`src/curtain_strap_pkg.sv`:
```
// Purpose: Shared constants and types for the light-curtain strap decoder.
// Assumes: 40 MHz system clock, APB register access with 32-bit data.
// Notes: Register offsets are byte addresses of aligned words.
package curtain_strap_pkg;

  // Clock and timing
  localparam int unsigned CLK_HZ = 40_000_000;
  localparam int unsigned DELAY_SHORT_MS = 100;
  localparam int unsigned DELAY_LONG_MS = 500;
  localparam int unsigned DELAY_SHORT_CYC = DELAY_SHORT_MS * (CLK_HZ / 1000);
  localparam int unsigned DELAY_LONG_CYC = DELAY_LONG_MS * (CLK_HZ / 1000);
  localparam int unsigned DELAY_CNT_W = 25;
  localparam int unsigned SETTLE_CYC = 4;
  localparam int unsigned SYNC_W = 10;

  // Register map
  localparam logic [7:0] CONFIG_OFS = 8'h00;
  localparam logic [7:0] LINK_OFS = 8'h04;
  localparam logic [7:0] IRQ_STAT_OFS = 8'h08;
  localparam logic [7:0] IRQ_MASK_OFS = 8'h0c;

  // Interrupt status bit positions
  localparam int unsigned EV_CFG_DONE = 0;
  localparam int unsigned EV_CFG_FAULT = 1;
  localparam int unsigned EV_INTERFERE = 2;
  localparam int unsigned EV_DELAY_DONE = 3;
  localparam int unsigned EV_W = 4;
  localparam logic [EV_W-1:0] IRQ_MASK_RST = 4'h0;

  // Link register field positions
  localparam int unsigned LNK_DELAY_SEL = 0;
  localparam int unsigned LNK_INTERFERE = 1;
  localparam int unsigned LNK_DELAY_DONE = 2;
  localparam int unsigned LNK_CODE_LSB = 4;

  // Mode numbers as seen by software; zero means no muting mode
  localparam logic [2:0] MODE_NONE = 3'h0;

  typedef enum logic [1:0] {ST_SETTLE, ST_SAMPLE, ST_RUN, ST_FAULT} start_state_t;

  // Raw strap levels and bridges seen on the plug
  typedef struct packed {
    logic p2High;
    logic p7High;
    logic p3High;
    logic p4High;
    logic bridge4;
    logic bridge8;
    logic bridge3;
  } strap_t;

  // Decoded start-up configuration
  typedef struct packed {
    logic fault;
    logic [2:0] mode;
    logic edmOn;
    logic resOn;
    logic seqMuting;
    logic fourSensor;
    logic longTimeout;
    logic extAllowed;
    logic enableAllowed;
    logic partialAllowed;
  } config_t;

  localparam config_t CONFIG_RST = '0;

endpackage : curtain_strap_pkg

```
`src/pin_sync.sv`:
```
// Purpose: Two-stage synchroniser for a group of asynchronous pin levels.
// Assumes: Inputs are slow levels; no bus coherency across bits is needed.
// Notes: The first stage is read only by the second stage.
`timescale 1ns/10ps
module pin_sync #(
  parameter int unsigned WIDTH = 1
) (
  // Clocking
  input wire logic clk_sys,
  input wire logic rst_b,
  input wire logic ce,
  // Data
  input wire logic [WIDTH-1:0] pinRaw,
  output logic [WIDTH-1:0] pinSync
);

  logic [WIDTH-1:0] stage1;

  // A zero-width group has nothing to carry, refused at elaboration
  if (WIDTH < 1) begin : bad_width_g
    $error("pin_sync WIDTH must be at least 1");
  end

  // Two flops in series, reset to all low
  always_ff @(posedge clk_sys) begin
    if (!rst_b) begin
      stage1 <= '0;
      pinSync <= '0;
    end else if (ce) begin
      stage1 <= pinRaw;
      pinSync <= stage1;
    end
  end

endmodule : pin_sync

```
`src/safety_curtain_mode_strap_decoder.sv`:
```
// Purpose: Start-up strap decoding, restart delay and bus parameter bits.
// Assumes: Strap and button pins are asynchronous; bus-side inputs share clk_sys.
// Notes: Straps are sampled once after reset; a new setting needs a restart.
//
// Functional notes
// Restart delay 100 ms, or 500 ms if selected.
// Master writes interference bit 1, then reads.
// Interference bit stays 1 without interference.
// Fault or interference clears interference bit; here only interferenceDetect clears it.
// Parameter bits never drive safety decisions.
// Muting indicator follows bus output bit 0.
// Safe code sequence on input bits 0-3.
// Feedback pin high disables contactor check.
// Non-muting: bridge disables, high enables interlock.
// Restart request taken from restart pin.
// Muting models keep restart interlock always on.
// Polarity and bridge select muting modes 1-6.
// Long timeout in modes 2, 4 only.
// Sequence muting modes 3, 4; else timing.
// Contactor check only in modes 1,2,3,5.
// Options: extension 1,5,6; enable 5; partial 6.
// Second muting input from socket or plug.
// Straps sampled once at start-up only.
// Unknown strap combination gives fault, outputs off.
//
// The APB register port and the address map were chosen for this implementation.
`timescale 1ns/10ps
module safety_curtain_mode_strap_decoder
  import curtain_strap_pkg::*;
#(
  parameter bit MUTING_MODEL = 1'b1,
  parameter bit EIGHT_PIN_SOCKET = 1'b0,
  parameter int unsigned SHORT_DELAY_CYC = curtain_strap_pkg::DELAY_SHORT_CYC,
  parameter int unsigned LONG_DELAY_CYC = curtain_strap_pkg::DELAY_LONG_CYC
) (
  // Clocking
  input wire logic clk_sys,
  input wire logic rst_b,
  input wire logic ce,
  // APB slave
  input wire logic [7:0] paddr,
  input wire logic psel,
  input wire logic penable,
  input wire logic pwrite,
  input wire logic [31:0] pwdata,
  output logic [31:0] prdata,
  output logic pready,
  output logic pslverr,
  output logic irq,
  // Plug and socket pins, asynchronous
  input wire curtain_strap_pkg::strap_t strapPins,
  input wire logic restartPin,
  input wire logic plugMs2Pin,
  input wire logic socketMs2Pin,
  // Safety bus side, same clock
  input wire logic paramWrite,
  input wire logic [1:0] paramWriteData,
  input wire logic [3:0] busOutData,
  input wire logic [3:0] codeWord,
  input wire logic interferenceDetect,
  input wire logic beamInterrupted,
  // Parameter and data bits towards the bus
  output logic restartDelaySelect,
  output logic interferenceFlag,
  output logic indicatorOutputBit,
  output logic [3:0] safeCodeInputs,
  // Decoded configuration and run status
  output curtain_strap_pkg::config_t cfg,
  output logic safetyOutputsEnable,
  output logic restartDelayDone,
  output logic restartRequest,
  output logic secondMutingInput
);

  // Counts that the delay counter cannot hold are refused at elaboration
  if (SHORT_DELAY_CYC < 1 || LONG_DELAY_CYC < SHORT_DELAY_CYC ||
      LONG_DELAY_CYC >= (1 << DELAY_CNT_W)) begin : bad_delay_g
    $error("restart delay counts out of range");
  end

  // Mode number to configuration; used only by the strap decode
  function automatic config_t modeConfig(input logic [2:0] m, input logic edmPin);
    config_t c;
    c = CONFIG_RST;
    c.mode = m;
    c.resOn = 1'b1;
    c.seqMuting = (m == 3'h3) || (m == 3'h4);
    c.fourSensor = !c.seqMuting && EIGHT_PIN_SOCKET;
    c.longTimeout = (m == 3'h2) || (m == 3'h4);
    c.edmOn = !edmPin && (m != 3'h4) && (m != 3'h6);
    c.extAllowed = (m == 3'h1) || (m == 3'h5) || (m == 3'h6);
    c.enableAllowed = (m == 3'h5);
    c.partialAllowed = (m == 3'h6);
    return c;
  endfunction : modeConfig

  // Strap combination to configuration, fault on anything unlisted
  function automatic config_t decodeStraps(input strap_t s);
    config_t c;
    logic [2:0] bridges;
    c = CONFIG_RST;
    bridges = {s.bridge4, s.bridge8, s.bridge3};
    if (!MUTING_MODEL) begin
      c.edmOn = !s.p3High;
      if (s.bridge4 && !s.p4High && !s.bridge8 && !s.bridge3)
        c.resOn = 1'b0;
      else if (s.p4High && bridges == 3'h0)
        c.resOn = 1'b1;
      else
        c.fault = 1'b1;
    end else if (s.p2High && !s.p7High) begin
      case (bridges)
        3'h4: c = modeConfig(3'h1, s.p3High);
        3'h2: c = modeConfig(3'h2, s.p3High);
        3'h1: c = modeConfig(3'h4, s.p3High);
        default: c.fault = 1'b1;
      endcase
    end else if (!s.p2High && s.p7High) begin
      case (bridges)
        3'h2: c = modeConfig(3'h3, s.p3High);
        3'h4: c = modeConfig(3'h5, s.p3High);
        3'h1: c = modeConfig(3'h6, s.p3High);
        default: c.fault = 1'b1;
      endcase
    end else begin
      c.fault = 1'b1;
    end
    return c;
  endfunction : decodeStraps

  // Synchronised pins
  strap_t strapSync;
  logic restartSync;
  logic plugMs2Sync;
  logic socketMs2Sync;

  pin_sync #(.WIDTH(SYNC_W)) u_pin_sync (
    .clk_sys(clk_sys),
    .rst_b(rst_b),
    .ce(ce),
    .pinRaw({strapPins, restartPin, plugMs2Pin, socketMs2Pin}),
    .pinSync({strapSync, restartSync, plugMs2Sync, socketMs2Sync})
  );

  start_state_t state;
  logic [2:0] settleCnt;
  logic [DELAY_CNT_W-1:0] delayCnt;
  logic delayArmed;
  logic [EV_W-1:0] irqStat;
  logic [EV_W-1:0] irqMask;
  logic [EV_W-1:0] events;
  logic apbSetup;
  logic apbAccess;
  logic cfgDoneEv;
  logic cfgFaultEv;
  logic interfereEv;
  logic delayDoneEv;
  logic [DELAY_CNT_W-1:0] delayTarget;
  config_t sampleCfg;

  assign apbSetup = psel && !penable;
  assign apbAccess = psel && penable && pready;

  // Start-up sequence: let the synchronisers fill, then sample exactly once
  always_ff @(posedge clk_sys) begin
    if (!rst_b) begin
      state <= ST_SETTLE;
      settleCnt <= '0;
      cfg <= CONFIG_RST;
    end else if (ce) begin
      case (state)
        ST_SETTLE: begin
          settleCnt <= settleCnt + 3'h1;
          if (settleCnt == 3'(SETTLE_CYC - 1)) state <= ST_SAMPLE;
        end
        ST_SAMPLE: begin
          cfg <= sampleCfg;
          state <= sampleCfg.fault ? ST_FAULT : ST_RUN;
        end
        ST_RUN: state <= ST_RUN; // Straps are no longer looked at R18
        ST_FAULT: state <= ST_FAULT; // Only a reset leaves the fault R19
        default: state <= ST_FAULT;
      endcase
    end
  end

  // One decode of the synchronised straps, used by the sampler and the events
  assign sampleCfg = decodeStraps(strapSync);
  assign cfgDoneEv = ce && (state == ST_SAMPLE);
  assign cfgFaultEv = cfgDoneEv && sampleCfg.fault;

  // Safety outputs may only switch on from a valid configuration
  always_ff @(posedge clk_sys) begin
    if (!rst_b) safetyOutputsEnable <= 1'b0;
    else if (ce) safetyOutputsEnable <= (state == ST_RUN);
  end

  // Parameter bits from the bus master; APB cannot reach them
  always_ff @(posedge clk_sys) begin
    if (!rst_b) begin
      restartDelaySelect <= 1'b0;
      interferenceFlag <= 1'b0;
    end else if (ce) begin
      if (paramWrite) restartDelaySelect <= paramWriteData[0];
      // A detection in the write cycle wins: the master must not see a clean 1
      if (interferenceDetect) interferenceFlag <= 1'b0;
      else if (paramWrite && paramWriteData[1]) interferenceFlag <= 1'b1;
    end
  end

  assign interfereEv = ce && interferenceDetect && interferenceFlag;

  // Plain bus data: indicator bit out, safe code sequence in
  always_ff @(posedge clk_sys) begin
    if (!rst_b) begin
      indicatorOutputBit <= 1'b0;
      safeCodeInputs <= 4'h0;
    end else if (ce) begin
      indicatorOutputBit <= busOutData[0];
      safeCodeInputs <= codeWord;
    end
  end

  // Button and muting inputs, gated by the run state; the button also by the decoded configuration
  always_ff @(posedge clk_sys) begin
    if (!rst_b) begin
      restartRequest <= 1'b0;
      secondMutingInput <= 1'b0;
    end else if (ce) begin
      restartRequest <= (state == ST_RUN) && cfg.resOn && restartSync;
      secondMutingInput <= (state == ST_RUN) && MUTING_MODEL &&
        (plugMs2Sync || socketMs2Sync);
    end
  end

  // Delay length is latched when the beam clears, so a later change waits
  assign delayTarget = restartDelaySelect ? DELAY_CNT_W'(LONG_DELAY_CYC - 1) :
    DELAY_CNT_W'(SHORT_DELAY_CYC - 1);

  // Restart delay after a beam interruption
  always_ff @(posedge clk_sys) begin
    if (!rst_b) begin
      delayCnt <= '0;
      delayArmed <= 1'b0;
      restartDelayDone <= 1'b0;
    end else if (ce) begin
      if (beamInterrupted) begin
        delayCnt <= delayTarget;
        delayArmed <= 1'b1;
        restartDelayDone <= 1'b0;
      end else if (delayArmed) begin
        if (delayCnt == '0) begin
          delayArmed <= 1'b0;
          restartDelayDone <= 1'b1;
        end else begin
          delayCnt <= delayCnt - DELAY_CNT_W'(1);
        end
      end
    end
  end

  assign delayDoneEv = ce && delayArmed && !beamInterrupted && (delayCnt == '0);
  assign events = {delayDoneEv, interfereEv, cfgFaultEv, cfgDoneEv};

  // Sticky status, cleared by an APB read; a new event wins over the clear
  always_ff @(posedge clk_sys) begin
    if (!rst_b) irqStat <= '0;
    else if (ce) begin
      // Clear only what the read returned; an event in the setup cycle survives
      if (apbAccess && !pwrite && paddr == IRQ_STAT_OFS)
        irqStat <= (irqStat & ~prdata[EV_W-1:0]) | events;
      else irqStat <= irqStat | events;
    end
  end

  // Mask register write
  always_ff @(posedge clk_sys) begin
    if (!rst_b) irqMask <= IRQ_MASK_RST;
    else if (ce && apbAccess && pwrite && paddr == IRQ_MASK_OFS) irqMask <= pwdata[EV_W-1:0];
  end

  // Interrupt level, one cycle behind the status
  always_ff @(posedge clk_sys) begin
    if (!rst_b) irq <= 1'b0;
    else if (ce) irq <= |(irqStat & irqMask);
  end

  // APB: read data prepared in setup, pready high in the access cycle
  always_ff @(posedge clk_sys) begin
    if (!rst_b) begin
      prdata <= 32'h0;
      pready <= 1'b0;
      pslverr <= 1'b0;
    end else if (ce) begin
      pready <= apbSetup;
      pslverr <= 1'b0;
      prdata <= 32'h0;
      if (apbSetup) begin
        case (paddr)
          CONFIG_OFS: prdata <= {20'h0, state == ST_RUN, 11'(cfg)};
          LINK_OFS: prdata <= {24'h0, safeCodeInputs, 1'b0, restartDelayDone,
                               interferenceFlag, restartDelaySelect};
          IRQ_STAT_OFS: prdata <= {28'h0, irqStat};
          IRQ_MASK_OFS: prdata <= {28'h0, irqMask};
          default: pslverr <= 1'b1; // Unmapped address
        endcase
        // Only the mask is writable
        if (pwrite && paddr != IRQ_MASK_OFS) pslverr <= 1'b1;
      end
    end
  end

  // Checks
  cfg_once_a: assert property (@(posedge clk_sys) disable iff (!rst_b)
    (state == ST_RUN || state == ST_FAULT) |=> $stable(cfg))
    else $error("configuration changed after start-up");
  fault_off_a: assert property (@(posedge clk_sys) disable iff (!rst_b)
    cfg.fault && state == ST_FAULT |=> !safetyOutputsEnable)
    else $error("safety outputs on in fault state");
  interfere_clr_a: assert property (@(posedge clk_sys) disable iff (!rst_b)
    ce && interferenceDetect |=> !interferenceFlag)
    else $error("interference bit not cleared");
  interfere_hold_a: assert property (@(posedge clk_sys) disable iff (!rst_b)
    ce && interferenceFlag && !interferenceDetect |=> interferenceFlag)
    else $error("interference bit dropped without cause");
  indicator_bit_a: assert property (@(posedge clk_sys) disable iff (!rst_b)
    ce |=> indicatorOutputBit == $past(busOutData[0]))
    else $error("indicator does not follow bus bit 0");
  code_seq_a: assert property (@(posedge clk_sys) disable iff (!rst_b)
    ce |=> safeCodeInputs == $past(codeWord))
    else $error("safe code not presented");
  muting_res_a: assert property (@(posedge clk_sys) disable iff (!rst_b)
    MUTING_MODEL && state == ST_RUN |-> cfg.resOn)
    else $error("restart interlock off in muting mode");
  edm_modes_a: assert property (@(posedge clk_sys) disable iff (!rst_b)
    MUTING_MODEL && (cfg.mode == 3'h4 || cfg.mode == 3'h6) |-> !cfg.edmOn)
    else $error("contactor check on in mode 4 or 6");
  timeout_mode_a: assert property (@(posedge clk_sys) disable iff (!rst_b)
    state == ST_RUN && MUTING_MODEL |->
    cfg.longTimeout == (cfg.mode == 3'h2 || cfg.mode == 3'h4))
    else $error("muting timeout does not match mode");
  delay_start_a: assert property (@(posedge clk_sys) disable iff (!rst_b)
    ce && beamInterrupted ##1 ce && !beamInterrupted |-> !restartDelayDone)
    else $error("restart released without delay");
  restart_gate_a: assert property (@(posedge clk_sys) disable iff (!rst_b)
    restartRequest |-> cfg.resOn && state == ST_RUN)
    else $error("restart request without interlock");

  run_c: cover property (@(posedge clk_sys) disable iff (!rst_b) state == ST_RUN);
  fault_c: cover property (@(posedge clk_sys) disable iff (!rst_b) state == ST_FAULT);
  delay_c: cover property (@(posedge clk_sys) disable iff (!rst_b) $rose(restartDelayDone));
  interfere_c: cover property (@(posedge clk_sys) disable iff (!rst_b) $fell(interferenceFlag));

endmodule : safety_curtain_mode_strap_decoder

```
`config.mk`:
```
export PLATFORM = sky130hd
export DESIGN_NAME = safety_curtain_mode_strap_decoder
export DESIGN_NICKNAME = d
export VERILOG_FILES = /design/src/curtain_strap_pkg.sv /design/src/pin_sync.sv /design/src/safety_curtain_mode_strap_decoder.sv
export SDC_FILE = /design/constraint.sdc
export NUM_CORES = 1
export LEC_CHECK = 0
export ABC_AREA = 1
export BUFFER_PORTS_ARGS = -buffer_cell sky130_fd_sc_hd__buf_2
export CELL_PAD_IN_SITES_DETAIL_PLACEMENT = 0
export CELL_PAD_IN_SITES_GLOBAL_PLACEMENT = 2
export CORE_MARGIN = 2
export CORE_UTILIZATION = 28
export CTS_CLUSTER_SIZE = 10
export DETAILED_ROUTE_END_ITERATION = 7
export GPL_ROUTABILITY_DRIVEN = 0
export PLACE_DENSITY = 0.78
export SETUP_SLACK_MARGIN = 0.1
export SLEW_MARGIN = 25
export SYNTH_ARGS = -nofsm -noshare
export SYNTH_HDL_FRONTEND = slang
export SYNTH_SLANG_ARGS = --single-unit
```
`constraint.sdc`:
```
create_clock -name clk_sys -period 2 [get_ports clk_sys]
set_input_delay 0.4 -clock clk_sys [delete_from_list [all_inputs] [get_ports clk_sys]]
set_output_delay 0.4 -clock clk_sys [all_outputs]
set_load 0.03 [all_outputs]
```
---- Yosys cells after proc, flatten, opt, wreduce, memory -nomap -nowiden ----
Index checks and enable logic that the tools add are counted.
word-level totals
  bits in registers ....................... 117
  input port bits ......................... 69
  output and inout port bits .............. 58
  word-level logic and storage cells ...... 122
operators by class
  add/subtract/negate cells ............... 2
  eq/ne operators ......................... 13
  multiplexer cells ....................... 27
  bitwise logic cells ..................... 5
  reductions and logical operators ........ 45
operator list
  operator                                              number
  2-to-1 mux 25 bit                                     4
  one-hot mux 11 bit (3 select lines)                   2
  one-hot mux 12 bit (4 select lines)                   1
  logical NOT 25 bit                                    1
  subtractor 25 x 1 -> 25 bit (second input constant)   1
  2-to-1 mux 12 bit                                     2
  logical AND 1 bit                                     22
  equality test 8 x 4 -> 1 bit (second input constant)  2
  2-to-1 mux 1 bit                                      14
  2-to-1 mux 11 bit                                     1
  AND reduction 2 bit                                   5
  AND 4 bit                                             2
  equality test 8 x 3 -> 1 bit (second input constant)  1
  logical NOT 8 bit                                     1
  != test 8 x 4 -> 1 bit (second input constant)        1
  OR 4 bit                                              2
  one-hot mux 2 bit (4 select lines)                    1
  OR reduction 4 bit                                    2
  equality test 3 x 2 -> 1 bit (second input constant)  2
  logical NOT 1 bit                                     6
  AND reduction 3 bit                                   2
  nonzero test 2 bit                                    3
  equality test 2 bit (second input constant)           2
  2-to-1 mux 4 bit                                      1
  other kinds (10)                                      11

---- Depth between registers and ports, before layout ----
Gate-level depths: netlist of the first run.
  depth in word-level cells ............... 8
  mapped depth ............................ 14
  depth with buffers taken out ............ 13

---- Modules after synthesis ----
From an unflattened synthesis of the first run, not the netlist that was laid out.
unflattened totals
  cells, all modules ...................... 732
  area, all modules ....................... 4929.7 µm²
by module, submodules not included
  module                             times used  cells each  area each (µm²)  seq. area each (µm²)
  safety_curtain_mode_strap_decoder  1           606         4098.9           1521.5
  pin_sync                           1           126         830.8            400.4

---- Worst setup path before layout of the first run ----
OpenSTA, ideal clock, no wires.
  path type ............................... register -> register
  start point ............................. register delayCnt[0]
  end point ............................... register delayCnt[9]
  library setup time ...................... 0.068 ns
  arrival time ............................ 1.467 ns
  data required time ...................... 1.932 ns
  setup slack ............................. 0.465 ns
  cell stages (with the launch flop) ...... 14
  buffers on the path ..................... 1
  clock period less this slack ............ 1.535 ns
  cell sequence ........................... dfxtp_1 inv_1 ha_1 inv_1 nor2_1 nand2_1 nor2_1 nand3_2 nand2_4 nand2_4 inv_6 buf_6 nand2_1 a21oi_2
between the ends
  word-level cells in the longest chain between the ends .. 4
  elaborated cells on any way between the ends .. 7
  classes of those cells .................. add/sub: 1; eq/ne: 1; mux: 3; reduce/logical: 2
RTL lines
  element                      line                                      text
  start: declaration           safety_curtain_mode_strap_decoder.sv:147  logic [DELAY_CNT_W-1:0] delayCnt;
  start signal: assignment     safety_curtain_mode_strap_decoder.sv:248  delayCnt <= delayTarget;
  start signal: assignment     safety_curtain_mode_strap_decoder.sv:256  delayCnt <= delayCnt - DELAY_CNT_W'(1);
  subtractor 25 x 1 -> 25 bit  safety_curtain_mode_strap_decoder.sv:256
  2-to-1 mux 25 bit            safety_curtain_mode_strap_decoder.sv:252  if (delayCnt == '0) begin
  2-to-1 mux 25 bit            safety_curtain_mode_strap_decoder.sv:251  end else if (delayArmed) begin
  2-to-1 mux 25 bit            safety_curtain_mode_strap_decoder.sv:247  if (beamInterrupted) begin
Parallel ways exist; a longest one is shown, timed or not. The select of a mux whose other input is x is not followed.
A chain may end at the register's enable or synchronous reset.

---- Final worst setup path of the first run ----
  start point ............................. register delayCnt[0]
  end point ............................... register delayCnt[16]
The elaborated chain is that of the path after synthesis.

==> results of run 1 <==
[report_power, final]
part	switching, mW	leakage [nW]	total (mW)	internal, mW
Combinational	0.595	1.66	0.885	0.290
Sequential	0.0793	0.768	2.04	1.96
Clock	0.795	0.151	1.79	0.995
[routing by layer]
| layer | vias up | global-route usage [%] |
|---|---|---|
| met3 | 9 | 2.834 |
| met5 | - | 0 |
| met2 | 97 | 23.89 |
| li1 | 2343 | - |
| met1 | 2082 | 21.20 |
| met4 | 0 | 4.035 |
[repair_timing]
| action | CTS | global route |
|---|---|---|
| hold buffers | 0 | 0 |
| setup endpoints to repair | 0 | 5 |
| resized for setup | 0 | 3 |
| hold endpoints to repair | 0 | 0 |
[worst max-delay path, cell delays in order (launching register included)]
cell and delay (ps):
dfxtp_1 330, inv_1 80, buf_4 140, ha_2 210, nand2_1 140, nor2_2 160, nand2_1 110, or2_0 210
nand3_1 70, nand2_1 60, a21oi_2 100
[Yosys cell counts, types with 4 or more instances]
| cell type | number |
|---|---|
| buf_2 | 5 |
| o21ai_0 | 53 |
| clkbuf_1 | 17 |
| xor2_1 | 8 |
| a21oi_2 | 11 |
| nor2_2 | 7 |
| nand3_1 | 45 |
| a21oi_1 | 53 |
| nor3_1 | 5 |
| buf_4 | 21 |
| ha_1 | 4 |
| dfxtp_1 | 94 |
| nand4_1 | 8 |
| nand2_1 | 152 |
| nor2_1 | 110 |
| nand2_2 | 12 |
| inv_1 | 50 |
[cells by family (layout without fill, tap and decap cells)]
group	Yosys count	in the layout	share of synthesized area [%]
simple gates	351	351	31.64
compound gates	129	129	15.27
buf+inv	100	161	10.47
flops	94	94	39.65
xor+xnor	10	10	1.846
fa+ha+maj	4	4	1.055
other cells	1	21	0.07902
[final timing paths]
check	from	endpoint	slack, ps	cells after the start
worst max-delay path	delayCnt[0]	delayCnt[16]	320	10
worst min-delay path	strapPins[6]	u_pin_sync.stage1[9]	270	3
worst max register to register	delayCnt[0]	delayCnt[16]	320	10
worst min register to register	prdata[5]	prdata[5]	470	2
[cell type report]
type | count | area share (%)
multi-input cells | 515 | 43.43
inverters | 53 | 3.663
repair buffers | 92 | 9.236
flip-flops and latches | 94 | 33.39
clock buffers | 10 | 4.063
well taps | 220 | 4.885
clock inverters | 6 | 1.332
[stage by stage]
stage	hold slack, ps	cells	utilization [%]	power (mW)	setup WS, ps
after CTS	251.4	990	33.94	4.779	231.8
after global placement	452.5	974	32.10	2.951	293.9
after floorplan	443.3	709	-	2.759	465.4
after detailed placement	456.5	974	32.10	2.963	252.9
after global routing	264.5	990	33.98	4.983	92.77
final	265.8	990	33.98	4.712	321.8
[flip-flops by register name, summed over array words and instances (netlist names), 2 cells and up]
name,cells
u_pin_sync.pinSync,9
state,2
irqMask,4
safeCodeInputs,4
cfg,11
prdata,12
settleCnt,3
u_pin_sync.stage1,9
irqStat,4
delayCnt,25
==> impl_metrics.yaml, run 1 <==
sta:
  slew_violations: 0
  rsz_0062_raised_after_global_routing: "true"
  fmax_mhz: 595.9
  setup_total_negative_slack_ps: 0
  hold_viol_final: 0
  timing.final.crit_share_pct: 83.91
  fin_worst_skew_ps: 9.806
  final.min_clock_period_ps: 1678
  final-setup-viol-count: 0
  relSlewSlack_pct: 64.78
  tightestPinTransition_ps: 524.2
yosys:
  ys_seq_elements: 94
  netlist.area_leader.share_pct: 39.65
  syn_inst: 689
  post-synth-top-area-cell: "dfxtp_1"
  netlist_area_um2: 4746
  synthDistinctLibCells: 43
  syn_area_cell_um2: 6.888
  yosys-top-cells-area: "dfxtp_1 40%, nand2_1 12%, nor2_1 8.7%"
  synth-async-reset-ratio_pct: 0
  synth_edf_count: 0
  synth-main-ff-cell: "dfxtp_1"
  yosysWarningCount: 0
  seq_area_frac_synth_pct: 39.65
drt:
  post-route-drc-count: 0
  routed-wl-met3_um: 512
  drt_first_pass_iters: 4
  vias: 4531
  via_per_inst: 4.577
  drt.antenna.violating_nets: 0
  drt_iter0_drcs: 224
  routed_wirelength_um: 13220
  avgRoutedWirePerCell_um: 13.35
  top_signal_layer_used: "met4"
  detail_route.wirelength.met1_um: 6613
  met2WireLength_um: 5979
cells_and_area:
  finish.net_count: 838
  final-seq-area_um2: 1882
  final.fill_count: 1838
  final_cell_mix: "152 x nand2_1, 109 x nor2_1, 94 x dfxtp_1"
  drive_gt1_share_pct: 19.35
  multi_input_comb_area_um2: 2447
  most_frequent_standard_cell_in_the_layout_excluding_fill_and_tap_cells: "nand2_1"
  design_area_um2: 5635
  antennaDiodeCount: 0
  area_growth_syn_to_layout_pct: 18.74
worst_hold_path:
  holdCritPathClass: "in2reg"
run:
  max-cap-violations: 0
grt:
  globalRouteOverflowTotal: 0
  antenna_violations_before_repair: 0
  grt_pass1_wl_um: 21720
  vias_in_the_first_global_route: 4216
  grt_util_all_layers_pct: 15.13
  grt_start_max_net_pins: 41
power:
  ir_worst_vdd_mv: 0.4017
  powerDensity_nw_per_um2: 836.1
  static-leakage-power_nw: 2.580
setup_path:
  startpoint_type: "flip-flop"
  endpoint_kind: "flip-flop"
  critical_path_peak_fanout: 6
  worst-setup-path-type: "reg2reg"
  timing.critical_path.arrival_ps: 1970
  cp_data_required_time_ps: 2290
die:
  placement_rows: 47
  initial_cell_density_of_the_core_pct: 28.62
  die-height_um: 134.2
  num_io_pins: 127
  die_width_um: 134.2
  floorplan.core_area_um2: 16580
  design.die.area_um2: 18010
clock_network:
  tritoncts: "yes"
  cts_root_buffer: "clkbuf_16"
  h-tree-depth: 3
  cts_max_path_buffers: 2
  postCtsSetupRepairBufs: 0
  cts_inserted_buffers: 9
  clkSlewWorstSetupHoldPaths_ps: 70
  clock_insertion_delay_at_the_later_pin_of_the_skew_report_ps: 350
  cts_sinks: 94
place:
  post-dp-hpwl_um: 9660
  placedInstanceArea_um2: 5324
  port_buffers: 73
run_status:
  run_status: "completed"
Note: power is estimated with default switching activity, not from simulation.
==> inputs of run 2 (changes only) <==
Settings changed: CORE_UTILIZATION 28 to 25, PLACE_DENSITY 0.78 to 0.74.
Clock period 2 ns to 1.41 ns, I/O delays scaled along.
==> impl_metrics.yaml, run 2 (synthesis gave the netlist of run 1 again) <==
run_status:
  run_status: "complete, but fails checks"
  violations_in_the_final_reports: "setup timing"
cells_and_area:
  most_frequent_standard_cell_in_the_layout_excluding_fill_and_tap_cells: "nand2_1"
  area_growth_syn_to_layout_pct: 40.26
  finish.net_count: 923
  largest_registers: "delayCnt: 25 flops, prdata: 12 flops, cfg: 11 flops"
  largest_register_ffs: 25
  multi_input_comb_area_um2: 2718
  final-seq-area_um2: 1889
  largest_register: "delayCnt"
  final.fill_count: 2051
  final_cell_count_no_fill: 1089
  antennaDiodeCount: 0
  drive_gt1_share_pct: 34.62
  final_cell_mix: "137 x nand2_1, 96 x buf_4, 89 x nor2_1"
setup_path:
  cpMostUsedCell: "nand2_4"
  startpoint_type: "flip-flop"
  reg2reg_setup_slack_ps: -130
  r2r.worst_path.cells: 13
  timing.critical_path.cells: "inv_4 > ha_4 > inv_2 > nor2_4 > nand2_2 > nor2_2 > nand3_2 > nand2_4 > nand2_8 > clkinv_8 > clkbuf_16 > nand2_4 > a21oi_2"
  cp_data_required_time_ps: 1700
  timing.critical_path.arrival_ps: 1830
  cp-startpoint: "delayCnt[0]"
  critPathTopFamily: "simple AND/OR/NAND/NOR gates"
  critical_path_peak_fanout: 8
  worst-setup-path-type: "reg2reg"
  peak_per_stage_delay_on_the_critical_path_ps: 340
  worstSetupEndpoint: "delayCnt[9]"
  worstReg2RegEnd: "delayCnt[9]"
  endpoint_kind: "flip-flop"
  cp_bufs_invs: 4
  cp_slowest_cell: "dfxtp_2"
  critical_path.reg2reg.startpoint: "delayCnt[0]"
  critical_path_cell_count: 13
die:
  die-height_um: 141.8
  design.die.area_um2: 20100
  die_width_um: 141.8
  floorplan.core_area_um2: 18640
  num_io_pins: 127
  initial_cell_density_of_the_core_pct: 25.46
  placement_rows: 50
place:
  port_buffers: 73
  post-dp-hpwl_um: 10940
  dpl.cell_count: 1069
drt:
  avgRoutedWirePerCell_um: 13.38
  drt.antenna.violating_nets: 0
  via_per_inst: 4.388
  vias: 4779
  drt_first_pass_iters: 5
  routed_wirelength_um: 14570
  post-route-drc-count: 0
  drt_iter0_drcs: 183
sta:
  rsz_0062_raised_after_global_routing: "true"
  fin_worst_skew_ps: 10.70
  final.min_clock_period_ps: 1539
  final-setup-viol-count: 28
  hold_viol_final: 0
  setup_slack_ps: -129.2
  slew_violations: 0
  fmax_mhz: 649.7
  timing.final.crit_share_pct: 109.2
clock_network:
  cts_sinks: 94
  h-tree-depth: 3
  clkSlewWorstSetupHoldPaths_ps: 80
  cts.hold.buffers_added: 0
  cts_max_path_buffers: 2
  clock_insertion_delay_at_the_later_pin_of_the_skew_report_ps: 350
  cts_root_buffer: "clkbuf_16"
  tritoncts: "yes"
  cts_inserted_buffers: 9
worst_hold_path:
  holdCritPathClass: "in2reg"
power:
  powerDensity_nw_per_um2: 1087
  static-leakage-power_nw: 3.099
  total_power_draw_mw: 7.238
  ir_worst_vdd_mv: 0.5574
grt:
  grt_util_all_layers_pct: 14.81
  grt_pass1_wl_um: 23520
  globalRouteOverflowTotal: 0
  grt_start_max_net_pins: 39
  antenna_violations_before_repair: 0
  vias_in_the_first_global_route: 4495
run:
  max-cap-violations: 0
## run 2: cell types whose count changed in the layout (fill, tap and decap cells not counted), sizes merged
cell	change
clkinvlp	+1
inv	-1
buf	+82
bufinv	-1
clkinv	+1
clkbuf	+3
## run 2: worst register-to-register path, cell delays in order (launching register included)
cell	delay (ps)
dfxtp_2	340
inv_4	70
ha_4	120
inv_2	40
nor2_4	70
nand2_2	60
nor2_2	110
nand3_2	100
nand2_4	100
nand2_8	80
clkinv_8	90
clkbuf_16	170
nand2_4	50
a21oi_2	110
## run 2: through the flow
| stage | instance area (µm²) | setup TNS [ps] | hold WS [ps] | worst slack (ps) | util [%] |
|---|---|---|---|---|---|
| 6_report | 6656 | -2710 | 148.7 | -129.2 | 35.70 |
| 3_3_place_gp | 6016 | -4367 | 451.6 | -202.8 | 32.27 |
| 2_1_floorplan | 4850 | -919.5 | 416.9 | -55.54 | - |
| 5_1_grt | 6656 | -5601 | 160.0 | -235.1 | 35.70 |
| 3_5_place_dp | 6016 | -5075 | 454.1 | -199.6 | 32.27 |
| 4_1_cts | 6395 | -3666 | 139.9 | -154.9 | 34.30 |
## run 2: worst min path at each step
stage	cells after the start	endpoint	startpoint	slack, ps
after floorplan	2	u_pin_sync.stage1[0]	socketMs2Pin	420
after global placement	2	prdata[9]	prdata[9]	450
after detailed placement	2	prdata[4]	prdata[4]	450
after CTS	3	u_pin_sync.stage1[4]	strapPins[1]	140
after global routing	3	u_pin_sync.stage1[8]	strapPins[5]	160
final	3	u_pin_sync.stage1[4]	strapPins[1]	150
## run 2: layout make-up
type                    instances  area share (%)
flip-flops and latches         94           28.38
multi-input cells             515           40.83
inverters                      53           3.214
repair buffers                177           18.70
clock buffers                  10           3.590
well taps                     234           4.399
clock inverters                 6          0.8835
## run 2: layer usage
metal  track usage (%)  routed length, µm  up-vias
met5                 0                  0        -
met4             4.421                207        0
met3             1.890                540       15
met2             23.40               6540       80
met1             21.10               7285     2171
li1                  -                  -     2513
## run 2: power by group
group | internal, mW | switching [mW] | total (mW)
Sequential | 2.78 | 0.0833 | 2.86
Clock | 1.29 | 1.18 | 2.47
Combinational | 0.824 | 1.08 | 1.90
## run 2: what timing repair did
action | CTS | global route
setup endpoints to repair | 29 | 38
pin swaps | 3 | 17
buffers inserted | 2 | 1
endpoints found under the hold margin | 0 | 0
gates resized for setup | 22 | 70
gates cloned | 0 | 1
